<file path="config.mk">
export PLATFORM = sky130hd
export DESIGN_NAME = lbsp_core
export DESIGN_NICKNAME = d
export VERILOG_FILES = /design/src/lbsp_pkg.sv /design/src/lbsp_core.sv
export SDC_FILE = /design/constraint.sdc
export NUM_CORES = 1
export LEC_CHECK = 0
export BUFFER_PORTS_ARGS = -buffer_cell sky130_fd_sc_hd__buf_4
export CAP_MARGIN = 10
export CORE_AREA = 2 2 108 110
export CTS_BUF_LIST = sky130_fd_sc_hd__clkbuf_4
export CTS_CLUSTER_DIAMETER = 40
export DETAILED_ROUTE_END_ITERATION = 10
export DIE_AREA = 0 0 110 112
export MAX_ROUTING_LAYER = met4
export PLACE_DENSITY = 0.71
export RECOVER_POWER = 25
export SLEW_MARGIN = 20
export SYNTH_ARGS = -nofsm -noshare
export SYNTH_HDL_FRONTEND = slang
export SYNTH_SLANG_ARGS = --single-unit
</file>
<file path="constraint.sdc">
create_clock -name mclk -period 3.9 [get_ports mclk]
set_clock_uncertainty 0.15 [all_clocks]
set_input_delay 0.39 -clock mclk [delete_from_list [all_inputs] [get_ports mclk]]
set_output_delay 0.39 -clock mclk [all_outputs]
set_load 0.02 [all_outputs]
</file>
<file path="src/lbsp_pkg.sv">
// Constants, timing counts and state encoding for the LED boost sequencing block.
// Assumes a single 20 MHz master clock; every count below is in master or switching cycles.
package lbsp_pkg;

	// Master clock and switching clock rates.
	localparam int unsigned MCLK_KHZ = 20000;
	localparam int unsigned SW_KHZ = 1200;
	// Integer division rounds the period down, so the switching rate sits slightly above 1.2 MHz.
	localparam int unsigned SW_DIV = MCLK_KHZ / SW_KHZ;
	localparam int unsigned SW_CNT_W = 5;
	// Maximum duty cycle in percent and the on-time limit in master cycles.
	localparam int unsigned DMAX_PCT = 90;
	localparam int unsigned DMAX_CYC = SW_DIV * DMAX_PCT / 100;

	// Soft-start ramp: step length in microseconds, counted in switching cycles (rounded up).
	localparam int unsigned RAMP_STEPS = 32;
	localparam int unsigned STEP_US = 213;
	localparam int unsigned STEP_SW_CYC = (STEP_US * SW_KHZ + 999) / 1000;
	localparam int unsigned STEP_W = 6;
	localparam int unsigned STEP_TMR_W = 9;

	// Long timers in microseconds and their counts in master cycles.
	localparam int unsigned HALF_LIM_US = 5000;
	localparam int unsigned HALF_LIM_CYC = HALF_LIM_US * MCLK_KHZ / 1000;
	localparam int unsigned OFF_US = 2500;
	localparam int unsigned OFF_CYC = OFF_US * MCLK_KHZ / 1000;
	localparam int unsigned ES_DELAY_US = 100;
	localparam int unsigned ES_DELAY_CYC = ES_DELAY_US * MCLK_KHZ / 1000;
	localparam int unsigned ES_DET_US = 260;
	localparam int unsigned ES_DET_CYC = ES_DET_US * MCLK_KHZ / 1000;
	localparam int unsigned ES_WIN_US = 1000;
	localparam int unsigned ES_WIN_CYC = ES_WIN_US * MCLK_KHZ / 1000;
	localparam int unsigned TMR_W = 17;

	// Open-string persistence in switching cycles.
	localparam int unsigned OPEN_PERSIST = 8;
	localparam int unsigned OPEN_W = 4;

	// Synchronised input vector bit positions.
	localparam int unsigned IN_W = 6;
	localparam int unsigned IN_CTRL = 0;
	localparam int unsigned IN_OVP = 1;
	localparam int unsigned IN_FB_LOW = 2;
	localparam int unsigned IN_UVLO = 3;
	localparam int unsigned IN_THERM = 4;
	localparam int unsigned IN_CMC = 5;

	// Sequencer states, Gray coded along shut, start, run, latched.
	typedef enum logic [1:0] {
		LBSP_SHUT = 2'h0,
		LBSP_START = 2'h1,
		LBSP_RUN = 2'h3,
		LBSP_LATCH = 2'h2
	} lbsp_state_t;

endpackage : lbsp_pkg

</file>
<file path="src/lbsp_core.sv">
// Digital sequencing and protection core of a fixed-frequency LED boost driver.
// Assumes all comparator flags and the control pin are asynchronous to mclk.
// What this block does
// - After enable, raise the reference in 32 equal steps of 204.8 us (256 switching cycles).
// - Hold half current limit for 5 ms after start, then restore full limit.
// - Sample over-voltage and feedback comparators once every switching cycle.
// - Open string needs switch-node over-voltage and feedback below half together.
// - Open condition for 8 consecutive switching cycles turns switch off, shuts down.
// - Open-string shutdown stays latched until the host toggles the control pin.
// - Under-voltage flag forces shutdown with switch off; restart when it clears.
// - Thermal flag forces switch off; resume automatically when it clears.
// - Control pin low longer than 2.5 ms enters shutdown.
// - In shutdown the power switch stays static, no pulses.
// - Drive switch with fixed 1.25 MHz PWM, pulse ended by current comparator.
// - Soft-start step length is counted in switching clock cycles.
// - Dimming mode picked at every enable, PWM unless one-wire pattern seen.
// - In PWM dimming, gate the 200 mV reference at control pin duty.
`timescale 1ns/1ps

module lbsp_core #(
	parameter int unsigned HALF_LIM_CYC = lbsp_pkg::HALF_LIM_CYC,
	parameter int unsigned OFF_CYC = lbsp_pkg::OFF_CYC,
	parameter int unsigned ES_DET_CYC = lbsp_pkg::ES_DET_CYC,
	parameter int unsigned ES_WIN_CYC = lbsp_pkg::ES_WIN_CYC
) (
	input wire logic mclk,
	input wire logic reset_n,
	input wire logic ctrl_pin,
	input wire logic switch_node_ovp,
	input wire logic feedback_sense_low,
	input wire logic uvlo_flag,
	input wire logic thermal_flag,
	input wire logic current_trip,
	output logic sw_gate_q,
	output logic ilim_half_q,
	output logic [lbsp_pkg::STEP_W-1:0] ref_step_q,
	output logic ref_gate_q,
	output logic one_wire_q,
	output logic shutdown_q,
	output logic open_fault_q
);

	localparam logic [lbsp_pkg::TMR_W-1:0] HALF_LIM = lbsp_pkg::TMR_W'(HALF_LIM_CYC);
	localparam logic [lbsp_pkg::TMR_W-1:0] OFF_LIM = lbsp_pkg::TMR_W'(OFF_CYC);
	localparam logic [lbsp_pkg::TMR_W-1:0] DET_LIM = lbsp_pkg::TMR_W'(ES_DET_CYC);
	localparam logic [lbsp_pkg::TMR_W-1:0] WIN_LIM = lbsp_pkg::TMR_W'(ES_WIN_CYC);
	localparam logic [lbsp_pkg::TMR_W-1:0] DELAY_LIM = lbsp_pkg::TMR_W'(lbsp_pkg::ES_DELAY_CYC);
	localparam logic [lbsp_pkg::SW_CNT_W-1:0] SW_LAST = lbsp_pkg::SW_CNT_W'(lbsp_pkg::SW_DIV - 1);
	localparam logic [lbsp_pkg::SW_CNT_W-1:0] ON_LAST =
		lbsp_pkg::SW_CNT_W'(lbsp_pkg::DMAX_CYC - 1);
	localparam logic [lbsp_pkg::STEP_TMR_W-1:0] STEP_LAST =
		lbsp_pkg::STEP_TMR_W'(lbsp_pkg::STEP_SW_CYC - 1);
	localparam logic [lbsp_pkg::STEP_W-1:0] STEP_FULL = lbsp_pkg::STEP_W'(lbsp_pkg::RAMP_STEPS);
	localparam logic [lbsp_pkg::OPEN_W-1:0] OPEN_LAST =
		lbsp_pkg::OPEN_W'(lbsp_pkg::OPEN_PERSIST - 1);

	// Saturating increment shared by all the long timers.
	function automatic logic [lbsp_pkg::TMR_W-1:0] sat_inc(
		input logic [lbsp_pkg::TMR_W-1:0] val,
		input logic [lbsp_pkg::TMR_W-1:0] lim
	);
		if (val >= lim) begin
			sat_inc = lim;
		end else begin
			sat_inc = val + lbsp_pkg::TMR_W'(1);
		end
	endfunction : sat_inc

	logic [lbsp_pkg::IN_W-1:0] raw;
	logic [lbsp_pkg::IN_W-1:0] s1_q;
	logic [lbsp_pkg::IN_W-1:0] s2_q;
	logic [lbsp_pkg::IN_W-1:0] s3_q;
	logic [lbsp_pkg::IN_W-1:0] filt_q;
	logic [lbsp_pkg::IN_W-1:0] filt_d;

	lbsp_pkg::lbsp_state_t state_q;
	lbsp_pkg::lbsp_state_t state_d;
	logic [lbsp_pkg::SW_CNT_W-1:0] sw_cnt_q;
	logic [lbsp_pkg::SW_CNT_W-1:0] sw_cnt_d;
	logic [lbsp_pkg::STEP_TMR_W-1:0] step_tmr_q;
	logic [lbsp_pkg::STEP_TMR_W-1:0] step_tmr_d;
	logic [lbsp_pkg::STEP_W-1:0] step_d;
	logic [lbsp_pkg::TMR_W-1:0] half_tmr_q;
	logic [lbsp_pkg::TMR_W-1:0] half_tmr_d;
	logic [lbsp_pkg::TMR_W-1:0] low_tmr_q;
	logic [lbsp_pkg::TMR_W-1:0] low_tmr_d;
	logic [lbsp_pkg::TMR_W-1:0] win_tmr_q;
	logic [lbsp_pkg::TMR_W-1:0] win_tmr_d;
	logic [lbsp_pkg::TMR_W-1:0] det_tmr_q;
	logic [lbsp_pkg::TMR_W-1:0] det_tmr_d;
	logic [lbsp_pkg::OPEN_W-1:0] open_cnt_q;
	logic [lbsp_pkg::OPEN_W-1:0] open_cnt_d;
	logic gate_d;
	logic ilim_half_d;
	logic ref_gate_d;
	logic one_wire_d;
	logic shutdown_d;
	logic fault_d;
	logic ctrl;
	logic prot;
	logic tick;
	logic active;

	assign raw = {current_trip, thermal_flag, uvlo_flag, feedback_sense_low, switch_node_ovp,
		ctrl_pin};

	// A bit of the filtered vector only moves once the second and third stages agree.
	always_comb begin
		filt_d = (s2_q & s3_q) | (filt_q & (s2_q ^ s3_q));
	end

	// Three-stage synchronisers and agreement filter for every asynchronous input.
	always_ff @(posedge mclk or negedge reset_n) begin
		if (!reset_n) begin
			s1_q <= '0;
			s2_q <= '0;
			s3_q <= '0;
			filt_q <= '0;
		end else begin
			s1_q <= raw;
			s2_q <= s1_q;
			s3_q <= s2_q;
			filt_q <= filt_d;
		end
	end

	assign ctrl = filt_q[lbsp_pkg::IN_CTRL];
	assign prot = filt_q[lbsp_pkg::IN_UVLO] | filt_q[lbsp_pkg::IN_THERM];
	assign tick = (sw_cnt_q == SW_LAST);

	// Sequencer next-state logic: enable, soft start, mode detection, PWM and protection.
	always_comb begin
		state_d = state_q;
		step_tmr_d = step_tmr_q;
		step_d = ref_step_q;
		half_tmr_d = half_tmr_q;
		win_tmr_d = win_tmr_q;
		det_tmr_d = det_tmr_q;
		open_cnt_d = open_cnt_q;
		one_wire_d = one_wire_q;
		fault_d = open_fault_q;
		gate_d = 1'h0;
		// The switching divider runs free so the cycle grid never depends on the state.
		sw_cnt_d = tick ? '0 : sw_cnt_q + lbsp_pkg::SW_CNT_W'(1);
		low_tmr_d = ctrl ? '0 : sat_inc(low_tmr_q, OFF_LIM);
		case (state_q)
			lbsp_pkg::LBSP_SHUT: begin
				// Any exit from here starts the ramp and half limit from zero.
				if (ctrl && !prot) begin
					state_d = lbsp_pkg::LBSP_START;
					step_d = '0;
					step_tmr_d = '0;
					half_tmr_d = '0;
					win_tmr_d = '0;
					det_tmr_d = '0;
					one_wire_d = 1'h0;
					open_cnt_d = '0;
					fault_d = 1'h0;
				end
			end
			lbsp_pkg::LBSP_START, lbsp_pkg::LBSP_RUN: begin
				// Reference steps advance on switching ticks only.
				if (tick && (ref_step_q != STEP_FULL)) begin
					if (step_tmr_q == STEP_LAST) begin
						step_tmr_d = '0;
						step_d = ref_step_q + lbsp_pkg::STEP_W'(1);
					end else begin
						step_tmr_d = step_tmr_q + lbsp_pkg::STEP_TMR_W'(1);
					end
				end
				if (step_d == STEP_FULL) begin
					state_d = lbsp_pkg::LBSP_RUN;
				end
				half_tmr_d = sat_inc(half_tmr_q, HALF_LIM);
				// One-wire pattern: a long enough low after the delay, inside the window.
				win_tmr_d = sat_inc(win_tmr_q, WIN_LIM);
				if (!one_wire_q && (win_tmr_q >= DELAY_LIM) && (win_tmr_q < WIN_LIM)) begin
					det_tmr_d = ctrl ? '0 : sat_inc(det_tmr_q, DET_LIM);
					if (det_tmr_q == DET_LIM) begin
						one_wire_d = 1'h1;
					end
				end else begin
					det_tmr_d = '0;
				end
				// The pulse opens at each cycle start and ends on current trip or max duty.
				if (tick) begin
					gate_d = 1'h1;
				end else if (sw_gate_q && !filt_q[lbsp_pkg::IN_CMC] && (sw_cnt_q < ON_LAST)) begin
					gate_d = 1'h1;
				end
				// Open-string check sampled once per switching cycle.
				if (tick) begin
					if (filt_q[lbsp_pkg::IN_OVP] && filt_q[lbsp_pkg::IN_FB_LOW]) begin
						open_cnt_d = open_cnt_q + lbsp_pkg::OPEN_W'(1);
					end else begin
						open_cnt_d = '0;
					end
				end
				if (prot) begin
					state_d = lbsp_pkg::LBSP_SHUT;
					gate_d = 1'h0;
				end else if (low_tmr_q == OFF_LIM) begin
					state_d = lbsp_pkg::LBSP_SHUT;
					gate_d = 1'h0;
				end else if (tick && (open_cnt_q == OPEN_LAST) && filt_q[lbsp_pkg::IN_OVP]
					&& filt_q[lbsp_pkg::IN_FB_LOW]) begin
					state_d = lbsp_pkg::LBSP_LATCH;
					fault_d = 1'h1;
					gate_d = 1'h0;
				end
			end
			lbsp_pkg::LBSP_LATCH: begin
				// Only a low on the control pin releases the latch; a later high restarts.
				if (!ctrl) begin
					state_d = lbsp_pkg::LBSP_SHUT;
				end
			end
			default: begin
				state_d = lbsp_pkg::LBSP_SHUT;
			end
		endcase
		active = (state_d == lbsp_pkg::LBSP_START) || (state_d == lbsp_pkg::LBSP_RUN);
		if (!active) begin
			gate_d = 1'h0;
		end
		shutdown_d = !active;
		ilim_half_d = active && (half_tmr_d < HALF_LIM);
		// In one-wire mode the reference is not chopped by the pin.
		ref_gate_d = active && (one_wire_d || ctrl);
	end

	// Sequencer registers; after reset the switch is off and the device is shut down.
	always_ff @(posedge mclk or negedge reset_n) begin
		if (!reset_n) begin
			state_q <= lbsp_pkg::LBSP_SHUT;
			sw_cnt_q <= '0;
			step_tmr_q <= '0;
			ref_step_q <= '0;
			half_tmr_q <= '0;
			low_tmr_q <= '0;
			win_tmr_q <= '0;
			det_tmr_q <= '0;
			open_cnt_q <= '0;
			sw_gate_q <= 1'h0;
			ilim_half_q <= 1'h0;
			ref_gate_q <= 1'h0;
			one_wire_q <= 1'h0;
			shutdown_q <= 1'h1;
			open_fault_q <= 1'h0;
		end else begin
			state_q <= state_d;
			sw_cnt_q <= sw_cnt_d;
			step_tmr_q <= step_tmr_d;
			ref_step_q <= step_d;
			half_tmr_q <= half_tmr_d;
			low_tmr_q <= low_tmr_d;
			win_tmr_q <= win_tmr_d;
			det_tmr_q <= det_tmr_d;
			open_cnt_q <= open_cnt_d;
			sw_gate_q <= gate_d;
			ilim_half_q <= ilim_half_d;
			ref_gate_q <= ref_gate_d;
			one_wire_q <= one_wire_d;
			shutdown_q <= shutdown_d;
			open_fault_q <= fault_d;
		end
	end

endmodule : lbsp_core

</file>
# --- Word-level counts from Yosys, hierarchy flattened ---
# Index checks and enable logic that the tools add are counted.
word_totals:
  register_bits: 124
  input_bits: 8
  out_inout_bits: 12
  wordCells: 132
op_classes:
  add_sub_neg: 8
  order_cmp: 8
  n_eq_ne: 18
  muxes: 49
  bitwise_logic: 5
  n_reduce_logical: 25
ops:
  columns: ["op", "n"]
  rows:
  - ["two-way mux 17 bit", 9]
  - ["one-hot mux 17 bit (2 select lines)", 3]
  - ["adder 17 x 1 -> 17 bit (second input constant)", 4]
  - ["two-way mux 9 bit", 3]
  - ["two-way mux 6 bit", 4]
  - ["one-hot mux 9 bit (2 select lines)", 1]
  - ["equality test 17 x 13 -> 1 bit (second input constant)", 1]
  - ["equality test 17 x 16 -> 1 bit (second input constant)", 1]
  - ["greater-or-equal comparator 17 x 11 -> 1 bit (second input constant)", 1]
  - ["greater-or-equal comparator 17 x 13 -> 1 bit (second input constant)", 1]
  - ["greater-or-equal comparator 17 x 15 -> 1 bit (second input constant)", 1]
  - ["greater-or-equal comparator 17 x 16 -> 1 bit (second input constant)", 1]
  - ["greater-or-equal comparator 17 bit (second input constant)", 1]
  - ["< comparator 17 x 15 -> 1 bit (second input constant)", 1]
  - ["< comparator 17 bit (second input constant)", 1]
  - ["two-way mux 1 bit", 14]
  - ["AND 6 bit", 2]
  - ["logical AND 1 bit", 12]
  - ["two-way mux 2 bit", 6]
  - ["two-way mux 4 bit", 3]
  - ["inequality test 2 bit (second input constant)", 6]
  - ["one-hot mux 6 bit (2 select lines)", 1]
  - ["adder 9 x 1 -> 9 bit (second input constant)", 1]
  - ["equality test 9 x 8 -> 1 bit (second input constant)", 1]
  - ["other kinds (25)", 34]

# --- Logic depth before layout (Yosys ltp) ---
# Gate-level depths: netlist of the first run.
logic_depth:
  ltp_word: 13
  depth_mapped: 9
  depth_no_buf: 8

# --- Worst setup path before layout of the first run ---
# OpenSTA, ideal clock, no wires.
synth_timing:
  kind: "register to register"
  from: "register win_tmr_q[5] (netlist name)"
  to: "register det_tmr_q[5] (netlist name)"
  arrival_ps: 2365
  t_required_ps: 3668
  path_slack_ps: 1303
  path_stages_with_launch: 8
  cell_sequence: "dfrtp_1 -> or4_1 -> a211o_1 -> a2111oi_4 -> nand2_2 -> buf_6 -> or3_1 -> a31oi_1"
synth_via:
  elab_chain_cells: 5
  elab_cells_between_ends: 6
  classes_between: "order compare (2); mux (2); reduce/logical (2)"
synth_rtl:
  columns: ["element", "line_no", "text"]
  rows:
  - ["start: declaration", "lbsp_core.sv:87", "logic [lbsp_pkg::TMR_W-1:0] win_tmr_q;"]
  - ["start signal: assignment", "lbsp_core.sv:257", "win_tmr_q <= win_tmr_d;"]
  - ["greater-or-equal comparator 17 x 11 -> 1 bit", "lbsp_core.sv:177", "if (!one_wire_q && (win_tmr_q >= DELAY_LIM) && (win_tmr_q < WIN_LIM)) begin"]
  - ["logical AND 1 bit", "lbsp_core.sv:177", null]
  - ["logical AND 1 bit *", "lbsp_core.sv:177", null]
  - ["two-way mux 17 bit *", "lbsp_core.sv:177", null]
  - ["one-hot mux 17 bit (2 select lines) *", "lbsp_core.sv:146", "case (state_q)"]
  - ["end signal: assignment", "lbsp_core.sv:258", "det_tmr_q <= det_tmr_d;"]
  - ["end: declaration", "lbsp_core.sv:89", "logic [lbsp_pkg::TMR_W-1:0] det_tmr_q;"]
# Every way passes the cells marked *; elsewhere a longest branch is shown, timed or not.
# A chain may end at the register's enable or synchronous reset.

# --- Worst setup path in the final report of the first run ---
# Ends and elaborated chain as after synthesis.

==> impl_metrics.csv, run 1 <==
group,metric,value,unit
route,first_pass_iters,5,
logic_synthesis,yosys.area.top_type,"dfrtp_1",
worst_setup_path,worstPathArrival,3100,ps
floorplan,die_y,112,um
worst_setup_path,critPathBufInv,0,
placement,post_dp_cell_area,6360,sq um
floorplan,die_w,110,um
logic_synthesis,syn_nets,664,
finish,area_growth,11.0,%
route,wl_per_cell,15.0,um
pwr,power.density,396,nW/um^2
sta,finalCritPeriodShare,0.717,
job,drv_cap,1,
global_route,overflow,0,
sta,setup_ws,1100,ps
sta,post-route-min-period,2800,ps
status,violations,"capacitance limit, slew limit",
route,first_iter_violations,393,
clock_network,cts_tree,"yes",
placement,pre_cts_ws,1120,ps
sta,rsz0062_at_grt,"false",
pwr,p_leak,3.05,nW
clock_network,clock_latency,530,ps
finish,final_core_util,0.602,
worst_setup_path,cpPeakStageDelay,530,ps
sta,drv_slew,76,
sta,slew_headroom,-0.268,
global_route,grt_pass1_vias,4606,
sta,tns,0,ps
finish,mostFrequentLayoutCell,"dfrtp_1",
route,vias,4784,
floorplan,start_util,0.542,
sta,setup_viol_count_final,0,
worst_setup_path,crit_type,"reg -> reg",
pwr,ir_worst_vdd,0.000287,V
worst_setup_path,crit_path_end_kind,"flop",
logic_synthesis,ys_ff_latch,124,
clock_network,clk_path_buf_depth,2,
route,post_drt_via_cell_ratio,5.81,
logic_synthesis,synth_edf_count,0,
clock_network,clock-sinks,124,
route,drc,0,
worst_setup_path,cp_slowest_cell,"or4_1",
clock_network,cts_max_level,4,
logic_synthesis,syn-instance-count,637,
placement,numPortBuffers,19,
floorplan,die_area,12300,sq um
global_route,grt_pass1_wl,21200,um
global_route,grt_start_max_net_pins,77,
floorplan,core_area,11200,sq um
logic_synthesis,syn_area,6060,sq um
sta,fmax,357,MHz
worst_hold_path,hp-class,"reg -> reg",
worst_setup_path,reg2reg_slack,1100,ps
logic_synthesis,yosys-top-cells-area,"dfrtp_1, o21ai_0, nand2_1, ha_1, nand3_1",
floorplan,rows,39,
finish,final_cell_area,6730,sq um
finish,antenna_cells,0,
logic_synthesis,synth-main-ff-cell,"dfrtp_1",
route,ant_nets,0,
status,outcome,"finished, violations left",
logic_synthesis,async_flop_share,1.00,
global_route,antenna_found_initial,0,
worst_setup_path,path_max_fanout,11,
placement,place.gp.congestion,0.889,
clock_network,clk_pin_slew,110,ps
sta,tightest_slew,1900,ps
floorplan,ios,20,
logic_synthesis,synth_top_area_share,0.508,
logic_synthesis,synth_warnings,0,
worst_setup_path,crit_family,"simple AND/OR/NAND/NOR gates",
logic_synthesis,syn_avg_cell_area,9.51,sq um
finish,nets,694,
worst_setup_path,crit_chain,"or4_1 -> a211o_1 -> a2111oi_4 -> nand2_2 -> nor2_2 -> a21oi_1 -> a31oi_1",
worst_setup_path,crit_required,4200,ps
route,wirelength,12300,um
clock_network,cts_root_buf,"clkbuf_4",
sta,hold_viol,0,
clock_network,cts_buffers,17,
placement,hpwlAfterDp,8290,um
worst_setup_path,start_kind,"flop",
global_route,grt_usage,0.225,
clock_network,postCtsResizedCells,0,
finish,drive_gt1_frac,0.0985,
logic_synthesis,synth_cell_types,50,
finish,layout_common_cells,"dfrtp_1, nand2_1, o21ai_0",
logic_synthesis,seq_area_frac_synth,0.512,
-- path summary, 6_finish.rpt --
| kind | start | depth (start not counted) | end |
|---|---|---|---|
| min reg2reg | s1_q[2] | 0 | s2_q[2] |
| max | win_tmr_q[5] | 7 | det_tmr_q[5] |
| min | s1_q[2] | 0 | s2_q[2] |
| max in group asynchronous | reset_n | 2 | step_tmr_q[3] |
| min in group asynchronous | reset_n | 2 | step_tmr_q[5] |
| max reg2reg | win_tmr_q[5] | 7 | det_tmr_q[5] |
-- registers in the layout, summed over array words and instances (netlist names), 2 cells and up --
name,count
det_tmr_q,17
half_tmr_q,17
low_tmr_q,17
win_tmr_q,17
step_tmr_q,9
filt_q,6
ref_step_q,6
s1_q,6
s2_q,6
s3_q,6
sw_cnt_q,5
open_cnt_q,4
state_q,2
-- cell usage after synthesis, types with 2 or more instances --
cell / instances
a211oi_1: 3
a21boi_0: 3
a21o_1: 9
a21oi_1: 37
a22o_1: 5
a311oi_1: 6
a31oi_1: 9
and2_1: 9
and3_1: 30
and4_1: 2
clkbuf_1: 22
dfrtp_1: 123
ha_1: 19
inv_1: 28
nand2_1: 69
nand2b_1: 6
nand3_1: 40
nand4_1: 13
nor2_1: 41
nor2_2: 2
nor2b_1: 7
nor3_1: 8
nor4_1: 5
nor4b_1: 2
o211ai_1: 5
o21a_1: 2
o21ai_0: 62
o21ai_1: 3
o31ai_1: 8
o41ai_1: 2
or2_2: 3
or3_1: 7
or4_1: 2
xnor2_1: 17
xor2_1: 13
-- routing by layer --
metal | up-vias | global-route usage | wire length, um
met5 | - | - | 0
met2 | 103 | 0.334 | 5760
met1 | 2330 | 0.298 | 5910
li1 | 2335 | - | -
met4 | 0 | 0.0819 | 157
met3 | 16 | 0.0591 | 489
-- worst reg2reg max path, delay by kind of cell (launching register included) --
family | cells | cell delay (ps)
simple gates | 3 | 1110
compound gates | 4 | 1030
flops | 1 | 450
-- report_power, final --
part | switching, W | internal [W]
Clock | 0.000495 | 0.000442
Sequential | 0.0000555 | 0.00135
Combinational | 0.000213 | 0.000107
Total | 0.000763 | 0.00190
-- repair_timing --
action,4_1_cts,5_1_grt
setup buffers,0,0
setup endpoints to repair,0,0
hold buffers,7,0
endpoints found under the hold margin,80,0
-- area by class of cell --
class | count | area, sq um
Fill cell | 969 | 4450
Multi-Input combinational cell | 462 | 2760
Clock buffer | 17 | 128
Inverter | 28 | 105
Timing Repair Buffer | 34 | 283
Tap cell | 143 | 179
Clock inverter | 15 | 174
Sequential cell | 124 | 3100
-- metrics by stage --
step / total power [W] / hold WS [ps] / instances
after floorplan: 0.00162 / -55.6 / 637
after global placement: 0.00174 / 183 / 784
after detailed placement: 0.00175 / 186 / 784
after CTS: 0.00269 / 213 / 823
after global routing: 0.00281 / 220 / 823
final: 0.00266 / 208 / 823
-- logic make-up (layout without fill, tap and decap cells) --
kind of cell             Yosys count  count (layout)  synth area share
adder cells (fa/ha/maj)           19              19            0.0392
multiplexers                       1               1           0.00186
buffers and inverters             51              94            0.0328
other                              1               1          0.000619
AO/OA/AOI/OAI                    160             160             0.161
AND/OR/NAND/NOR                  251             251             0.208
flip-flops                       124             124             0.512
XOR/XNOR                          30              30            0.0434
Power figures use the tool's default switching activity.
==> run 2, diff against run 1 <==
==> constraint.sdc (replaced) <==
create_clock -name mclk -period 2.75 [get_ports mclk]
set_clock_uncertainty 0.15 [all_clocks]
set_input_delay 0.275 -clock mclk [delete_from_list [all_inputs] [get_ports mclk]]
set_output_delay 0.275 -clock mclk [all_outputs]
set_load 0.02 [all_outputs]
==> run 2 against run 1 <==
  * The flow still finishes with violations (capacitance limit, slew limit)
  * Non-clock buffer count grew 16
  * Via count rose by 1.7%
  * Sequential share of layout area down 0.63 points
  * Wire length down 1.0%
  * First-iteration DRC count down 19%
  * Worst setup slack lost 1000 ps
  * Fmax is 5.7% higher
  * Sequential power increased by 42%
==> impl_metrics.csv, run 2 (synthesis gave the netlist of run 1 again) <==
group,metric,value,unit
status,outcome,"finished, violations left",
status,violations,"capacitance limit, slew limit",
pwr,p_comb_frac,0.130,
pwr,p_sw,0.00101,W
placement,place.gp.congestion,0.918,
floorplan,core_area,11200,sq um
sta,finalCritPeriodShare,0.963,
finish,antenna_cells,0,
worst_hold_path,hp-class,"reg -> reg",
finish,layout_common_cells,"dfrtp_1, nand2_1, o21ai_0",
clock_network,cts_tree,"yes",
finish,fill_cells,928,
worst_setup_path,crit_family,"simple AND/OR/NAND/NOR gates",
route,wirelength,12200,um
sta,setup_ws,103,ps
worst_setup_path,critPathBufInv,0,
global_route,grt_pass1_wl,21500,um
finish,multi_input_area,2770,sq um
clock_network,cts_root_buf,"clkbuf_4",
finish,final_core_util,0.611,
floorplan,start_util,0.542,
placement,numPortBuffers,19,
worst_setup_path,start_kind,"flop",
worst_setup_path,cp_slowest_cell,"or4_1",
placement,pre_cts_ws,63.2,ps
pwr,ir_worst_vdd,0.000429,V
sta,drv_slew,125,
route,ant_nets,0,
route,wl_per_cell,14.5,um
worst_setup_path,cpPeakStageDelay,530,ps
clock_network,clk_path_buf_depth,2,
worst_setup_path,crit_required,3030,ps
worst_setup_path,crit_chain,"or4_1 -> a211o_1 -> a2111oi_4 -> nand2_2 -> or3_1 -> a31oi_1",
finish,final-seq-area,3100,sq um
route,post_drt_via_cell_ratio,5.80,
global_route,grt_usage,0.226,
placement,hpwlAfterDp,8230,um
global_route,overflow,0,
floorplan,die_w,110,um
clock_network,cts_buffers,17,
pwr,power.density,538,nW/um^2
floorplan,ios,20,
pwr,clkPwrFrac,0.327,
route,drc,0,
floorplan,die_y,112,um
sta,rsz0062_at_grt,"true",
sta,post-route-min-period,2650,ps
pwr,seqPwrFrac,0.543,
floorplan,die_area,12300,sq um
global_route,grt_pass1_vias,4647,
global_route,antenna_found_initial,0,
worst_setup_path,path_max_fanout,6,
global_route,grt_start_max_net_pins,125,
sta,setup_viol_count_final,0,
sta,tightest_slew,1630,ps
sta,slew_headroom,-0.0867,
worst_setup_path,crit_path_end_kind,"flop",
floorplan,rows,39,
route,vias,4864,
pwr,p_int,0.00266,W
clock_network,clock_latency,520,ps
finish,area_growth,12.6,%
job,drv_cap,1,
worst_setup_path,reg2reg_slack,100,ps
sta,fmax,378,MHz
worst_setup_path,worstPathArrival,2930,ps
sta,hold_viol,0,
finish,mostFrequentLayoutCell,"dfrtp_1",
clock_network,clk_pin_slew,100,ps
clock_network,clock-sinks,124,
route,first_iter_violations,319,
finish,drive_gt1_frac,0.119,
pwr,p_leak,3.13,nW
finish,nets,710,
clock_network,cts_max_level,4,
worst_setup_path,crit_type,"reg -> reg",
pwr,switching_share,0.276,
route,first_pass_iters,5,
[run 2: routing by layer]
metal	part of all wire	wire [um]	global-route usage	vias up
li1	-	-	-	2351
met1	0.45	5500	0.303	2356
met2	0.47	5760	0.330	134
met3	0.060	726	0.0632	23
met4	0.016	201	0.0751	0
met5	0	0	-	-
[run 2: worst register-to-register path, stage by stage, from the launching register on]
cell	delay, ps
dfrtp_1	420
or4_1	530
a211o_1	360
a2111oi_4	370
nand2_2	170
or3_1	390
a31oi_1	180
[run 2: worst paths after layout]
path,depth (start not counted),from,to
min,0,s1_q[5],s2_q[5]
max reg2reg,6,win_tmr_q[7],det_tmr_q[5]
min reg2reg,0,s1_q[5],s2_q[5]
max,6,win_tmr_q[7],det_tmr_q[5]
min in group asynchronous,3,reset_n,s2_q[5]
max in group asynchronous,3,reset_n,det_tmr_q[5]
[run 2: cell type report]
type | instances | area share
clock buffer | 22 | 0.0242
timing repair buffer | 50 | 0.0594
sequential | 124 | 0.455
tap | 143 | 0.0262
multi-input combinational | 462 | 0.405
inverter | 28 | 0.0154
clock inverter | 9 | 0.0143
[run 2: what timing repair did]
item,CTS,global route
hold buffers,7,0
setup buffers,0,2
endpoints found under the setup margin,0,7
hold endpoints to repair,129,0
gates resized for setup,0,2
[run 2: power by group through the flow]
stage / combinational [W] / sequential [W] / clock, W
detailed placement: 0.000472 / 0.00203 / 0
global route: 0.000548 / 0.00201 / 0.00132
global placement: 0.000458 / 0.00203 / 0
CTS: 0.000483 / 0.00200 / 0.00123
floorplan: 0.000281 / 0.00202 / 0
finish: 0.000477 / 0.00199 / 0.00120
[run 2: stage by stage]
stage	hold WS, ps	total power [W]	setup TNS [ps]	instance area (sq um)	cells
3_3_place_gp	184	0.00248	0	6480	798
2_1_floorplan	-171	0.00230	0	6060	637
4_1_cts	205	0.00371	0	6810	836
3_5_place_dp	185	0.00250	0	6480	798
6_report	200	0.00367	0	6820	838
5_1_grt	208	0.00388	-87.3	6820	838
